**src/pkg/wdr_pkg.sv**
```systemverilog
// Shared constants and types of the watchdog register block
package wdr_pkg;

  // Bus widths
  localparam int ADDR_W = 14;             // Byte address, covers index 12'hFFF times four
  localparam int DATA_W = 32;             // AXI4-Lite data width

  // Register indexes, byte address is four times the index
  localparam logic [11:0] IDX_CTL      = 12'hFF0;  // Control on write, cause status on read
  localparam logic [11:0] IDX_UPPER    = 12'hFF1;  // Reload bits 23:16
  localparam logic [11:0] IDX_MIDDLE   = 12'hFF2;  // Reload bits 15:8
  localparam logic [11:0] IDX_LOW      = 12'hFF3;  // Reload bits 7:0
  localparam logic [11:0] IDX_INT_STAT = 12'h100;  // Sticky event bits, write one to clear
  localparam logic [11:0] IDX_INT_MASK = 12'h101;  // Event enables onto the interrupt line

  // Reset cause flag positions in the status byte
  localparam int POS_POR     = 7;          // Power-on reset
  localparam int POS_STOP    = 6;          // Stop-mode recovery
  localparam int POS_TIMEOUT = 5;          // Watchdog timeout
  localparam int POS_PIN     = 4;          // External pin reset

  // Interrupt event positions
  localparam int INT_TIMEOUT = 0;          // Counter expired
  localparam int INT_PIN     = 1;          // External reset pin seen

  // Values after reset
  localparam logic [7:0]  CAUSE_RST  = 8'h80;      // Block reset counts as power-on
  localparam logic [23:0] RELOAD_RST = 24'h000400; // Upper 00, middle 04, low 00
  localparam logic [1:0]  INT_RST    = 2'h0;       // No events, all masked

  // Counter prescale: one tick every this many clocks
  localparam logic [7:0] TICK_DIV = 8'h04;

  // AXI responses
  localparam logic [1:0] RESP_OKAY   = 2'h0;
  localparam logic [1:0] RESP_SLVERR = 2'h2;

  // Register selected by an address
  typedef enum logic [2:0] {
    SEL_NONE, SEL_CTL, SEL_UPPER, SEL_MIDDLE, SEL_LOW, SEL_INT_STAT, SEL_INT_MASK
  } wdr_sel_t;

endpackage : wdr_pkg

```
**src/pkg/wdr_cnt_if.sv**
```systemverilog
// Link between the register front end and the countdown counter
`timescale 1ns/1ns
interface wdr_cnt_if;
  logic        tick;        // Prescaled count enable, one cycle
  logic        load;        // Refresh: copy reload value into counter
  logic [23:0] reload_val;  // Value loaded on refresh and on expiry
  logic [23:0] count;       // Present counter value
  logic        expire;      // One-cycle pulse when counter ran out

  modport ctrl (output tick, output load, output reload_val, input count, input expire);
  modport cnt  (input tick, input load, input reload_val, output count, output expire);
endinterface : wdr_cnt_if

```
**src/core/wdr_counter.sv**
```systemverilog
// Watchdog 24-bit countdown counter
`timescale 1ns/1ns
module wdr_counter
  import wdr_pkg::*;
(
  // Clock and reset
  input  wire logic clk_in,
  input  wire logic rst_in,
  // Front end link
  wdr_cnt_if.cnt    bus
);

  logic [23:0] count;        // Present value
  logic [23:0] next_count;
  logic        expire;       // Registered expiry pulse
  logic        next_expire;

  // Next count: refresh beats a tick so software always wins a race
  always_comb begin
    next_count  = count;
    next_expire = 1'b0;
    if (bus.load) begin
      next_count = bus.reload_val;
    end else if (bus.tick) begin
      if (count == 24'h000000) begin
        // Ran out: signal and start again from the reload value
        next_expire = 1'b1;
        next_count  = bus.reload_val;
      end else begin
        next_count = count - 24'h000001;
      end
    end
  end

  // Counter registers
  always_ff @(posedge clk_in) begin
    if (rst_in) begin
      count  <= RELOAD_RST;
      expire <= 1'b0;
    end else begin
      count  <= next_count;
      expire <= next_expire;
    end
  end

  assign bus.count  = count;
  assign bus.expire = expire;

  a_expire_reload: assert property (@(posedge clk_in) disable iff (rst_in)
    bus.tick && !bus.load && count == 24'h000000 |=> expire && count == $past(bus.reload_val))
    else $error("counter did not expire and reload at zero");

  a_count_step: assert property (@(posedge clk_in) disable iff (rst_in)
    bus.tick && !bus.load && count != 24'h000000 |=> !expire && count == $past(count) - 24'h1)
    else $error("counter did not step down by one");

endmodule : wdr_counter

```
**src/core/wdr_top.sv**
```systemverilog
// Watchdog register front end with AXI4-Lite slave
`timescale 1ns/1ns
module wdr_top
  import wdr_pkg::*;
(
  // Clock and reset
  input  wire logic              clk_in,
  input  wire logic              rst_in,
  // AXI4-Lite write address
  input  wire logic [ADDR_W-1:0] s_axi_awaddr_in,
  input  wire logic              s_axi_awvalid_in,
  output logic                   s_axi_awready_out,
  // AXI4-Lite write data
  input  wire logic [DATA_W-1:0] s_axi_wdata_in,
  input  wire logic [3:0]        s_axi_wstrb_in,
  input  wire logic              s_axi_wvalid_in,
  output logic                   s_axi_wready_out,
  // AXI4-Lite write response
  output logic [1:0]             s_axi_bresp_out,
  output logic                   s_axi_bvalid_out,
  input  wire logic              s_axi_bready_in,
  // AXI4-Lite read address
  input  wire logic [ADDR_W-1:0] s_axi_araddr_in,
  input  wire logic              s_axi_arvalid_in,
  output logic                   s_axi_arready_out,
  // AXI4-Lite read data
  output logic [DATA_W-1:0]      s_axi_rdata_out,
  output logic [1:0]             s_axi_rresp_out,
  output logic                   s_axi_rvalid_out,
  input  wire logic              s_axi_rready_in,
  // Reset cause pins, asynchronous
  input  wire logic              stop_recovery_in,
  input  wire logic              pin_reset_in,
  // System outputs
  output logic                   wd_reset_out,
  output logic                   irq_out
);

  // Decode a byte address into a register select; used for reads and writes
  function automatic wdr_sel_t decode(input logic [ADDR_W-1:0] addr);
    logic [11:0] idx;
    idx = addr[ADDR_W-1:2];
    case (idx)
      IDX_CTL:      decode = SEL_CTL;
      IDX_UPPER:    decode = SEL_UPPER;
      IDX_MIDDLE:   decode = SEL_MIDDLE;
      IDX_LOW:      decode = SEL_LOW;
      IDX_INT_STAT: decode = SEL_INT_STAT;
      IDX_INT_MASK: decode = SEL_INT_MASK;
      default:      decode = SEL_NONE;
    endcase
  endfunction : decode

  wdr_cnt_if cnt_if ();                      // Link to the counter

  // Write channel state
  logic              aw_held;                // Write address taken, waiting
  logic              next_aw_held;
  logic [ADDR_W-1:0] aw_addr;                // Held write address
  logic [ADDR_W-1:0] next_aw_addr;
  logic              w_held;                 // Write data taken, waiting
  logic              next_w_held;
  logic [7:0]        w_data;                 // Held low byte, the only used lane
  logic [7:0]        next_w_data;
  logic              w_lane0;                // Low byte lane was strobed
  logic              next_w_lane0;
  logic              bvalid;                 // Write response pending
  logic              next_bvalid;
  logic [1:0]        bresp;
  logic [1:0]        next_bresp;
  // Read channel state
  logic              rvalid;                 // Read data pending
  logic              next_rvalid;
  logic [DATA_W-1:0] rdata;
  logic [DATA_W-1:0] next_rdata;
  logic [1:0]        rresp;
  logic [1:0]        next_rresp;
  // Register contents
  logic [23:0]       reload;                 // Reload value, upper/middle/low bytes
  logic [23:0]       next_reload;
  logic [7:0]        reset_cause;            // Cause flags, low nibble never written
  logic [7:0]        next_reset_cause;
  logic [1:0]        int_stat;               // Sticky events
  logic [1:0]        next_int_stat;
  logic [1:0]        int_mask;               // Event enables
  logic [1:0]        next_int_mask;
  // Pins, prescaler, reset request
  logic [1:0]        stop_sync;              // Two-flop synchroniser, [1] is safe
  logic [1:0]        next_stop_sync;
  logic [1:0]        pin_sync;
  logic [1:0]        next_pin_sync;
  logic              stop_last;              // Previous synchronised level
  logic              pin_last;
  logic [7:0]        div_cnt;                // Prescaler
  logic [7:0]        next_div_cnt;
  logic              reset_req;              // Registered system reset request
  // Combinational helpers
  logic              wr_fire;                // Both halves of a write are held
  logic              ar_fire;                // Read address taken this edge
  wdr_sel_t          wr_sel;
  wdr_sel_t          rd_sel;
  logic              stop_rise;
  logic              pin_rise;

  // Handshakes: one write and one read in flight at a time
  assign s_axi_awready_out = !aw_held && !bvalid;
  assign s_axi_wready_out  = !w_held && !bvalid;
  assign s_axi_arready_out = !rvalid;
  assign wr_fire   = aw_held && w_held && !bvalid;
  assign ar_fire   = s_axi_arvalid_in && !rvalid;
  assign wr_sel    = decode(aw_addr);
  assign rd_sel    = decode(s_axi_araddr_in);
  // Edge detectors read only the second synchroniser stage
  assign stop_rise = stop_sync[1] && !stop_last;
  assign pin_rise  = pin_sync[1] && !pin_last;

  // Counter link
  assign cnt_if.tick       = (div_cnt == TICK_DIV - 8'h01);
  assign cnt_if.load       = wr_fire && w_lane0 && (wr_sel == SEL_CTL);
  assign cnt_if.reload_val = reload;

  wdr_counter u_counter (
    .clk_in (clk_in),
    .rst_in (rst_in),
    .bus    (cnt_if)
  );

  // Bus and register next state; event sets come last so they beat clears
  always_comb begin
    next_aw_held     = aw_held;
    next_aw_addr     = aw_addr;
    next_w_held      = w_held;
    next_w_data      = w_data;
    next_w_lane0     = w_lane0;
    next_bvalid      = bvalid;
    next_bresp       = bresp;
    next_rvalid      = rvalid;
    next_rdata       = rdata;
    next_rresp       = rresp;
    next_reload      = reload;
    next_reset_cause = reset_cause;
    next_int_stat    = int_stat;
    next_int_mask    = int_mask;
    // Address and data may arrive in either order
    if (s_axi_awvalid_in && s_axi_awready_out) begin
      next_aw_held = 1'b1;
      next_aw_addr = s_axi_awaddr_in;
    end
    if (s_axi_wvalid_in && s_axi_wready_out) begin
      next_w_held  = 1'b1;
      next_w_data  = s_axi_wdata_in[7:0];
      next_w_lane0 = s_axi_wstrb_in[0];
    end
    if (bvalid && s_axi_bready_in) begin
      next_bvalid = 1'b0;
    end
    if (wr_fire) begin
      next_aw_held = 1'b0;
      next_w_held  = 1'b0;
      next_bvalid  = 1'b1;
      next_bresp   = (wr_sel == SEL_NONE) ? RESP_SLVERR : RESP_OKAY;
      // Writes without the low lane strobed change nothing
      if (w_lane0) begin
        case (wr_sel)
          SEL_UPPER:    next_reload[23:16] = w_data;
          SEL_MIDDLE:   next_reload[15:8]  = w_data;
          SEL_LOW:      next_reload[7:0]   = w_data;
          SEL_INT_STAT: next_int_stat      = int_stat & ~w_data[1:0];
          SEL_INT_MASK: next_int_mask      = w_data[1:0];
          default:      next_reload        = reload;
        endcase
      end
    end
    if (rvalid && s_axi_rready_in) begin
      next_rvalid = 1'b0;
    end
    if (ar_fire) begin
      next_rvalid = 1'b1;
      next_rresp  = RESP_OKAY;
      next_rdata  = '0;
      case (rd_sel)
        SEL_CTL: begin
          next_rdata[7:0]  = reset_cause;
          next_reset_cause = 8'h00;          // Read clears the cause flags
        end
        SEL_UPPER:    next_rdata[7:0] = cnt_if.count[23:16];
        SEL_MIDDLE:   next_rdata[7:0] = cnt_if.count[15:8];
        SEL_LOW:      next_rdata[7:0] = cnt_if.count[7:0];
        SEL_INT_STAT: next_rdata[1:0] = int_stat;
        SEL_INT_MASK: next_rdata[1:0] = int_mask;
        default:      next_rresp      = RESP_SLVERR;
      endcase
    end
    if (stop_rise) begin
      next_reset_cause[POS_STOP] = 1'b1;
    end
    if (pin_rise) begin
      next_reset_cause[POS_PIN] = 1'b1;
      next_int_stat[INT_PIN]    = 1'b1;
    end
    if (cnt_if.expire) begin
      next_reset_cause[POS_TIMEOUT] = 1'b1;
      next_int_stat[INT_TIMEOUT]    = 1'b1;
    end
  end

  // Bus and register flip-flops
  always_ff @(posedge clk_in) begin
    if (rst_in) begin
      aw_held     <= 1'b0;
      aw_addr     <= '0;
      w_held      <= 1'b0;
      w_data      <= 8'h00;
      w_lane0     <= 1'b0;
      bvalid      <= 1'b0;
      bresp       <= RESP_OKAY;
      rvalid      <= 1'b0;
      rdata       <= '0;
      rresp       <= RESP_OKAY;
      reload      <= RELOAD_RST;
      reset_cause <= CAUSE_RST;
      int_stat    <= INT_RST;
      int_mask    <= INT_RST;
    end else begin
      aw_held     <= next_aw_held;
      aw_addr     <= next_aw_addr;
      w_held      <= next_w_held;
      w_data      <= next_w_data;
      w_lane0     <= next_w_lane0;
      bvalid      <= next_bvalid;
      bresp       <= next_bresp;
      rvalid      <= next_rvalid;
      rdata       <= next_rdata;
      rresp       <= next_rresp;
      reload      <= next_reload;
      reset_cause <= next_reset_cause;
      int_stat    <= next_int_stat;
      int_mask    <= next_int_mask;
    end
  end

  // Synchroniser and prescaler next state
  always_comb begin
    next_stop_sync = {stop_sync[0], stop_recovery_in};
    next_pin_sync  = {pin_sync[0], pin_reset_in};
    next_div_cnt   = cnt_if.tick ? 8'h00 : div_cnt + 8'h01;
  end

  // Synchroniser, prescaler and reset request flip-flops
  always_ff @(posedge clk_in) begin
    if (rst_in) begin
      stop_sync <= 2'h0;
      pin_sync  <= 2'h0;
      stop_last <= 1'b0;
      pin_last  <= 1'b0;
      div_cnt   <= 8'h00;
      reset_req <= 1'b0;
    end else begin
      stop_sync <= next_stop_sync;
      pin_sync  <= next_pin_sync;
      stop_last <= stop_sync[1];
      pin_last  <= pin_sync[1];
      div_cnt   <= next_div_cnt;
      reset_req <= cnt_if.expire;
    end
  end

  // Outputs; the interrupt is a level while any enabled event stands
  assign s_axi_bvalid_out = bvalid;
  assign s_axi_bresp_out  = bresp;
  assign s_axi_rvalid_out = rvalid;
  assign s_axi_rdata_out  = rdata;
  assign s_axi_rresp_out  = rresp;
  assign wd_reset_out     = reset_req;
  assign irq_out          = |(int_stat & int_mask);

  a_ctl_read_status: assert property (@(posedge clk_in) disable iff (rst_in)
    ar_fire && rd_sel == SEL_CTL |=> rdata == {24'h000000, $past(reset_cause)})
    else $error("shared address read did not return cause status");
  a_ctl_refresh: assert property (@(posedge clk_in) disable iff (rst_in)
    cnt_if.load |=> cnt_if.count == $past(reload) && reload == $past(reload))
    else $error("control write did not refresh or changed reload");
  a_cause_reserved: assert property (@(posedge clk_in) disable iff (rst_in)
    ar_fire && rd_sel == SEL_CTL |=> rdata[3:0] == 4'h0 && rdata[31:8] == 24'h000000)
    else $error("reserved cause bits not zero");
  a_count_readback: assert property (@(posedge clk_in) disable iff (rst_in)
    ar_fire && rd_sel == SEL_UPPER |=> rdata[7:0] == $past(cnt_if.count[23:16]))
    else $error("upper byte read did not return live count");
  a_reload_write: assert property (@(posedge clk_in) disable iff (rst_in)
    wr_fire && w_lane0 && wr_sel == SEL_LOW |=> reload[7:0] == $past(w_data))
    else $error("low reload byte not written");
  // outer bytes reset, checked at release
  a_reload_reset: assert property (@(posedge clk_in)
    $past(rst_in) && !rst_in |-> reload[23:16] == 8'h00 && reload[7:0] == 8'h00)
    else $error("upper or low reload byte wrong after reset");
  // middle byte reset, checked at release
  a_middle_reset: assert property (@(posedge clk_in)
    $past(rst_in) && !rst_in |-> reload[15:8] == RELOAD_RST[15:8])
    else $error("middle reload byte wrong after reset");
  a_timeout_flag: assert property (@(posedge clk_in) disable iff (rst_in)
    cnt_if.expire |=> wd_reset_out && reset_cause[POS_TIMEOUT] && int_stat[INT_TIMEOUT])
    else $error("expiry did not raise reset request and timeout flag");

endmodule : wdr_top

```
**config.mk**
```make
export PLATFORM = sky130hd
export DESIGN_NAME = wdr_top
export DESIGN_NICKNAME = d
export VERILOG_FILES = /design/src/pkg/wdr_pkg.sv /design/src/pkg/wdr_cnt_if.sv /design/src/core/wdr_counter.sv /design/src/core/wdr_top.sv
export SDC_FILE = /design/constraint.sdc
export NUM_CORES = 1
export LEC_CHECK = 0
export BUFFER_PORTS_ARGS = -buffer_cell sky130_fd_sc_hd__buf_2
export CAP_MARGIN = 20
export CORE_ASPECT_RATIO = 0.6
export CORE_MARGIN = 5
export CORE_UTILIZATION = 54
export CTS_CLUSTER_SIZE = 28
export DETAILED_ROUTE_END_ITERATION = 8
export MAX_ROUTING_LAYER = met4
export PLACE_DENSITY = 0.79
export SLEW_MARGIN = 20
export SYNTH_ARGS = -nofsm -noshare
export SYNTH_HDL_FRONTEND = slang
export SYNTH_HIERARCHICAL = 1
export SYNTH_SLANG_ARGS = --single-unit
export TNS_END_PERCENT = 50
```
**constraint.sdc**
```tcl
create_clock -name clk_in -period 3.47 [get_ports clk_in]
set_input_delay 0.5205 -clock clk_in [delete_from_list [all_inputs] [get_ports clk_in]]
set_output_delay 0.5205 -clock clk_in [all_outputs]
set_load 0.01 [all_outputs]
```
---- Yosys cells after proc, flatten, opt, wreduce, memory -nomap -nowiden ----
Index checks and enable logic that the tools add are counted.
storage, ports and cells
  bits in registers ....................... 111
  output and inout port bits .............. 43
cells by class
  add/subtract/negate cells ............... 2
  bitwise operators ....................... 4
  muxes and demuxes ....................... 24
  reduce and logical (&&, ||, !) cells .... 51
  equality and inequality tests ........... 25
operator list
  cell                                                 count
  == test 12 bit (second input constant)               8
  two-way mux 24 bit                                   3
  == test 12 x 9 -> 1 bit (second input constant)      4
  case mux 3 bit (6 select lines)                      2
  nonzero test 2 bit                                   15
  logical NOT 24 bit                                   1
  case mux 6 bit (4 select lines)                      1
  subtractor 24 x 1 -> 24 bit (second input constant)  1
  == test 3 bit (second input constant)                6
  AND reduction 3 bit                                  6
  two-way mux 7 bit                                    2
  logical AND 1 bit                                    13
  == test 3 x 2 -> 1 bit (second input constant)       4
  two-way mux 1 bit                                    10
  two-way mux 2 bit                                    5
  case mux 2 bit (5 select lines)                      1
  adder 8 x 1 -> 8 bit (second input constant)         1
  == test 8 x 2 -> 1 bit (second input constant)       1
  AND reduction 2 bit                                  4
  == test 3 x 1 -> 1 bit (second input constant)       2
  logical NOT 1 bit                                    6
  OR reduction 2 bit                                   3
  OR reduction 6 bit                                   1
  AND 2 bit                                            2
  other kinds (4)                                      4

---- Depth between registers and ports, before layout ----
  depth in word-level cells ............... 7
  mapped depth ............................ 9
  mapped depth without buffers ............ 8

---- Cells and area by module ----
The synthesis kept the hierarchy.
by module, submodules not included
  module       area an instance (µm²)  cells an instance  times used
  wdr_top      3582.2                  387                1
  wdr_counter  1685.4                  219                1

---- Worst setup path after synthesis ----
Ideal clock, no wire load.
  kind .................................... register to register
  start point ............................. reg div_cnt[0]
  end point ............................... reg u_counter.count[16], in the netlist u_counter/bus.count[16]
  required time ........................... 3400 ps
  arrival time ............................ 2430 ps
  clock period less this slack ............ 2500 ps
  library setup time ...................... 70 ps
  cell stages (with the launch flop) ...... 9
  slack ................................... 970 ps
  path through ............................ dfxtp_1 > ha_1 > or4b_1 > nor4_1 > clkbuf_1 > clkbuf_1 > nand4b_1 > a21oi_1 > o2bb2ai_1
on the way
  word-level cells in the longest chain between the ends .. 2
RTL lines
  what                          RTL line           source
  from (decl)                   wdr_top.sv:94      logic [7:0] div_cnt;
  from (signal assigned)        wdr_top.sv:263     div_cnt <= next_div_cnt;
  == test 8 x 2 -> 1 bit        wdr_top.sv:118     assign cnt_if.tick = (div_cnt == TICK_DIV - 8'h01);
  named net cnt_if.tick         wdr_cnt_if.sv:4    logic tick;
  nonzero test 2 bit (no line)  -
  to (signal assigned)          wdr_counter.sv:41  count <= next_count;
  to (decl)                     wdr_counter.sv:13  logic [23:0] count;
The timed path passes the listed nets, and every way through them passes these cells.
A chain may end at the register's enable or synchronous reset.

---- Final worst setup path ----
  start point ............................. reg bvalid, in the netlist s_axi_bvalid_out
  end point ............................... reg u_counter.count[2], in the netlist u_counter/bus.count[2]
on the way
  word-level cells in the longest chain between the ends .. 5
  elaborated cells between the ends (all ways) .. 6
  classes of those cells .................. mux (1); reduce/logical (5)
RTL lines
  what                                                             RTL line         source
  from (decl)                                                      wdr_top.sv:67    logic bvalid;
  from (signal assigned)                                           wdr_top.sv:230   bvalid <= next_bvalid;
  logical NOT 1 bit *                                              wdr_top.sv:109   assign wr_fire = aw_held && w_held && !bvalid;
  logical AND 1 bit *                                              wdr_top.sv:109
  logical AND 1 bit * (2 in a row)                                 wdr_top.sv:119   assign cnt_if.load = wr_fire && w_lane0 && (wr_sel == SEL_CTL);
  named net cnt_if.load                                            wdr_cnt_if.sv:5  logic load;
  two-way mux 24 bit / nonzero test 2 bit (equally long branches)  -
The timed path passes the listed nets; every way through them passes the cells marked *.

==> impl_metrics.json <==
{
  "p_clk_share_pct": 37.8,
  "drive_gt1_share_pct": 17.6,
  "setup_viol": 0,
  "die_w_um": 138,
  "ys.warnings.count": 6,
  "maxCapViolCount": 0,
  "fp.dieH_um": 86.5,
  "hold_end": "stop_sync[0]",
  "period_share_pct": 88.4,
  "tightest_slew_ns": 0.985,
  "crit_type": "reg2reg",
  "htree_levels": 3,
  "synthArstFlopShare_pct": 0,
  "holdPathStages": 2,
  "hp-class": "in2reg",
  "core_area_mm2": 0.00936,
  "initial_utilization_pct": 56.3,
  "hpwl_um": 11000,
  "drc": 0,
  "whs_ns": 0.368,
  "grt_pass1_vias": 4468,
  "synth_edf_count": 0,
  "outcome": "finished, final reports clean",
  "cts_tree": "done",
  "n_antenna_cell": 0,
  "critPathMaxFanout": 8,
  "pre_cts_ws_ns": 0.588,
  "switching_share_pct": 29.0,
  "crit_arrival_ns": 3.32,
  "layout_commonest_cell": "dfxtp_1",
  "cp-end-kind": "flop",
  "finalWorstSetupSlack_ns": 0.401,
  "setup-tns-final_ns": 0,
  "via_count": 4781,
  "combPwrFrac_pct": 15.1,
  "cts-buffers-inserted": 9,
  "fin_util_pct": 62.8,
  "cts_resized": 0,
  "regToRegEndpoint": "u_counter/bus.count[2]",
  "cts_root_buf": "clkbuf_16",
  "area_growth_pct": 11.6,
  "grt_max_degree": 108,
  "num_rows": 27,
  "internal_power_w": 0.00200,
  "avgViaCountPerCell": 6.07,
  "gp_congestion": 1.00,
  "dieArea_mm2": 0.0119,
  "reg2reg_depth": 7,
  "min_period_ns": 3.07,
  "finalMaxSlewViolations": 0,
  "antenna_found_initial": 0,
  "startpoint_type": "flop",
  "wl_um": 15300,
  "io_pins": 116,
  "buffer_ports.inserted": 58,
  "synth.distinct_cells": 72,
  "max_freq_ghz": 0.326,
  "worstPathRequired_ns": 3.72,
  "synth_flop_cell": "dfxtp_1",
  "final_cell_mix": "107 x dfxtp_1, 62 x nand2_1, 58 x buf_2, 44 x nor2_1",
  "routedWlPerCell_um": 19.4,
  "grt_pass1_wl_um": 23600,
  "switchingPower_w": 0.000818,
  "relSlewSlack_pct": 34.3,
  "grt_usage_pct": 26.5,
  "power.leakage_nw": 2.37,
  "clk_pin_slew_ns": 0.08,
  "ys_ff_latch": 107,
  "fin_worst_skew_ns": 0.00734,
  "grt_setup_unrepaired": "no",
  "regToRegStartpoint": "s_axi_bvalid_out",
  "dr.first_iter.drc_count": 544,
  "cts_hold_buf": 0,
  "vdd_ir_drop_max_mv": 0.245,
  "ant_nets": 0,
  "p_total_w": 0.00282,
  "clk_path_buf_depth": 2,
  "syn_area_mm2": 0.00527,
  "grt_overflow": 0,
  "ys_seq_area_share_pct": 40.7,
  "firstDrtPassIters": 6,
  "synth_cells": 606,
  "worstHoldStart": "stop_recovery_in",
  "avgSynthCellArea_um2": 8.69,
  "cts.sinks": 107,
  "p_seq_share_pct": 47.1,
  "hold_violations": 0,
  "power_density_mw_per_mm2": 479,
  "crit_start": "s_axi_bvalid_out",
  "r2r_slack_ns": 0.40,
  "finish.net_count": 729,
  "cts_setup_buffers": 0,
  "clk_latency_ns": 0.36
}
-- sequential cells by signal (all words and copies together), names as in the netlist --
register / count
u_counter/bus.expire: 1
w_held: 1
u_counter/bus.count: 24
s_axi_rresp_out: 1
int_mask: 2
pin_sync: 2
aw_held: 1
stop_last: 1
reset_cause: 4
pin_last: 1
aw_addr: 12
w_data: 8
s_axi_bresp_out: 1
wd_reset_out: 1
div_cnt: 8
s_axi_rdata_out: 8
cnt_if.reload_val: 24
int_stat: 2
s_axi_bvalid_out: 1
stop_sync: 2
s_axi_rvalid_out: 1
w_lane0: 1
-- cell families after synthesis --
logic type | share of synthesized area, %
and+or+nand+nor | 27.1
adders and majority gates | 0.713
xor gates and xnor gates | 1.16
muxes | 7.91
buffers and inverters | 7.15
DFF | 40.7
other | 0.0712
AOI/OAI and AO/OA | 15.3
-- final cells by class --
class,count,area (um^2)
Fill cell,820,3480
Multi-Input combinational cell,454,2850
Sequential cell,107,2140
Timing Repair Buffer,68,378
Clock buffer,10,229
Tap cell,130,163
Clock inverter,6,71.3
Inverter,13,48.8
-- synthesized netlist by cell type, drive strengths merged, types with 3 or more instances --
master / instances / area, um^2
o21ai: 18 / 90.1
nand2b: 38 / 238
or3: 5 / 37.5
dfxtp: 107 / 2140
mux2: 5 / 56.3
a211oi: 8 / 60.1
ha: 3 / 37.5
or4: 13 / 105
a31oi: 5 / 31.3
o22ai: 3 / 18.8
mux4: 4 / 90.1
nor2: 44 / 165
nor2b: 10 / 62.6
o311ai: 4 / 35.0
nor3b: 4 / 30.0
nor4: 12 / 87.6
nand2: 62 / 233
inv: 12 / 45.0
nor3: 21 / 116
mux2i: 27 / 270
clkbuf: 25 / 93.8
o31ai: 3 / 27.5
and3: 7 / 43.8
a32oi: 5 / 43.8
a21oi: 38 / 190
nand4: 11 / 68.8
or2: 6 / 37.5
nand3: 16 / 90.1
buf: 32 / 234
a22oi: 9 / 67.6
xor2: 6 / 52.6
a22o: 5 / 43.8
-- power groups by stage --
| stage | logic, W | registers [W] | clock network [W] |
|---|---|---|---|
| 6_report | 0.000427 | 0.00133 | 0.00106 |
| 5_1_grt | 0.000463 | 0.00133 | 0.00112 |
| 4_1_cts | 0.000414 | 0.00132 | 0.00106 |
| 3_5_place_dp | 0.000410 | 0.00135 | 0 |
| 3_3_place_gp | 0.000404 | 0.00135 | 0 |
| 2_1_floorplan | 0.000326 | 0.00134 | 0 |
-- routing by layer --
layer  wire [um]  global-route usage (%)  up-vias
met5           0                       -        -
met4         293                    8.24        0
met2        6300                    35.8      294
met3        1770                    8.12       29
li1            -                       -     2226
met1        6910                    37.4     2232
-- stage by stage --
stage	std cells	cell area [um^2]
floorplan	631	5360
global placement	772	5580
detailed placement	772	5580
CTS	788	5880
global route	788	5880
finish	788	5880
-- worst max-delay path: stages (launching register included) --
cell,delay (ns)
dfxtp_1,0.36
nand3b_1,0.27
nor3b_1,0.57
and3_1,0.53
inv_1,0.33
nand2_1,0.30
nand2_1,0.26
o311ai_0,0.35
-- how the worst max path moves through the flow --
stage / endpoint / slack [ns] / cells past startpoint
3_3_place_gp: u_counter/bus.count[2] / 0.70 / 7
6_report: u_counter/bus.count[2] / 0.40 / 7
5_1_grt: u_counter/bus.count[2] / 0.28 / 7
4_1_cts: u_counter/bus.count[2] / 0.60 / 7
2_1_floorplan: u_counter/bus.count[16] / 0.97 / 8
3_5_place_dp: u_counter/bus.count[2] / 0.59 / 7
Power figures use the tool's default switching activity.
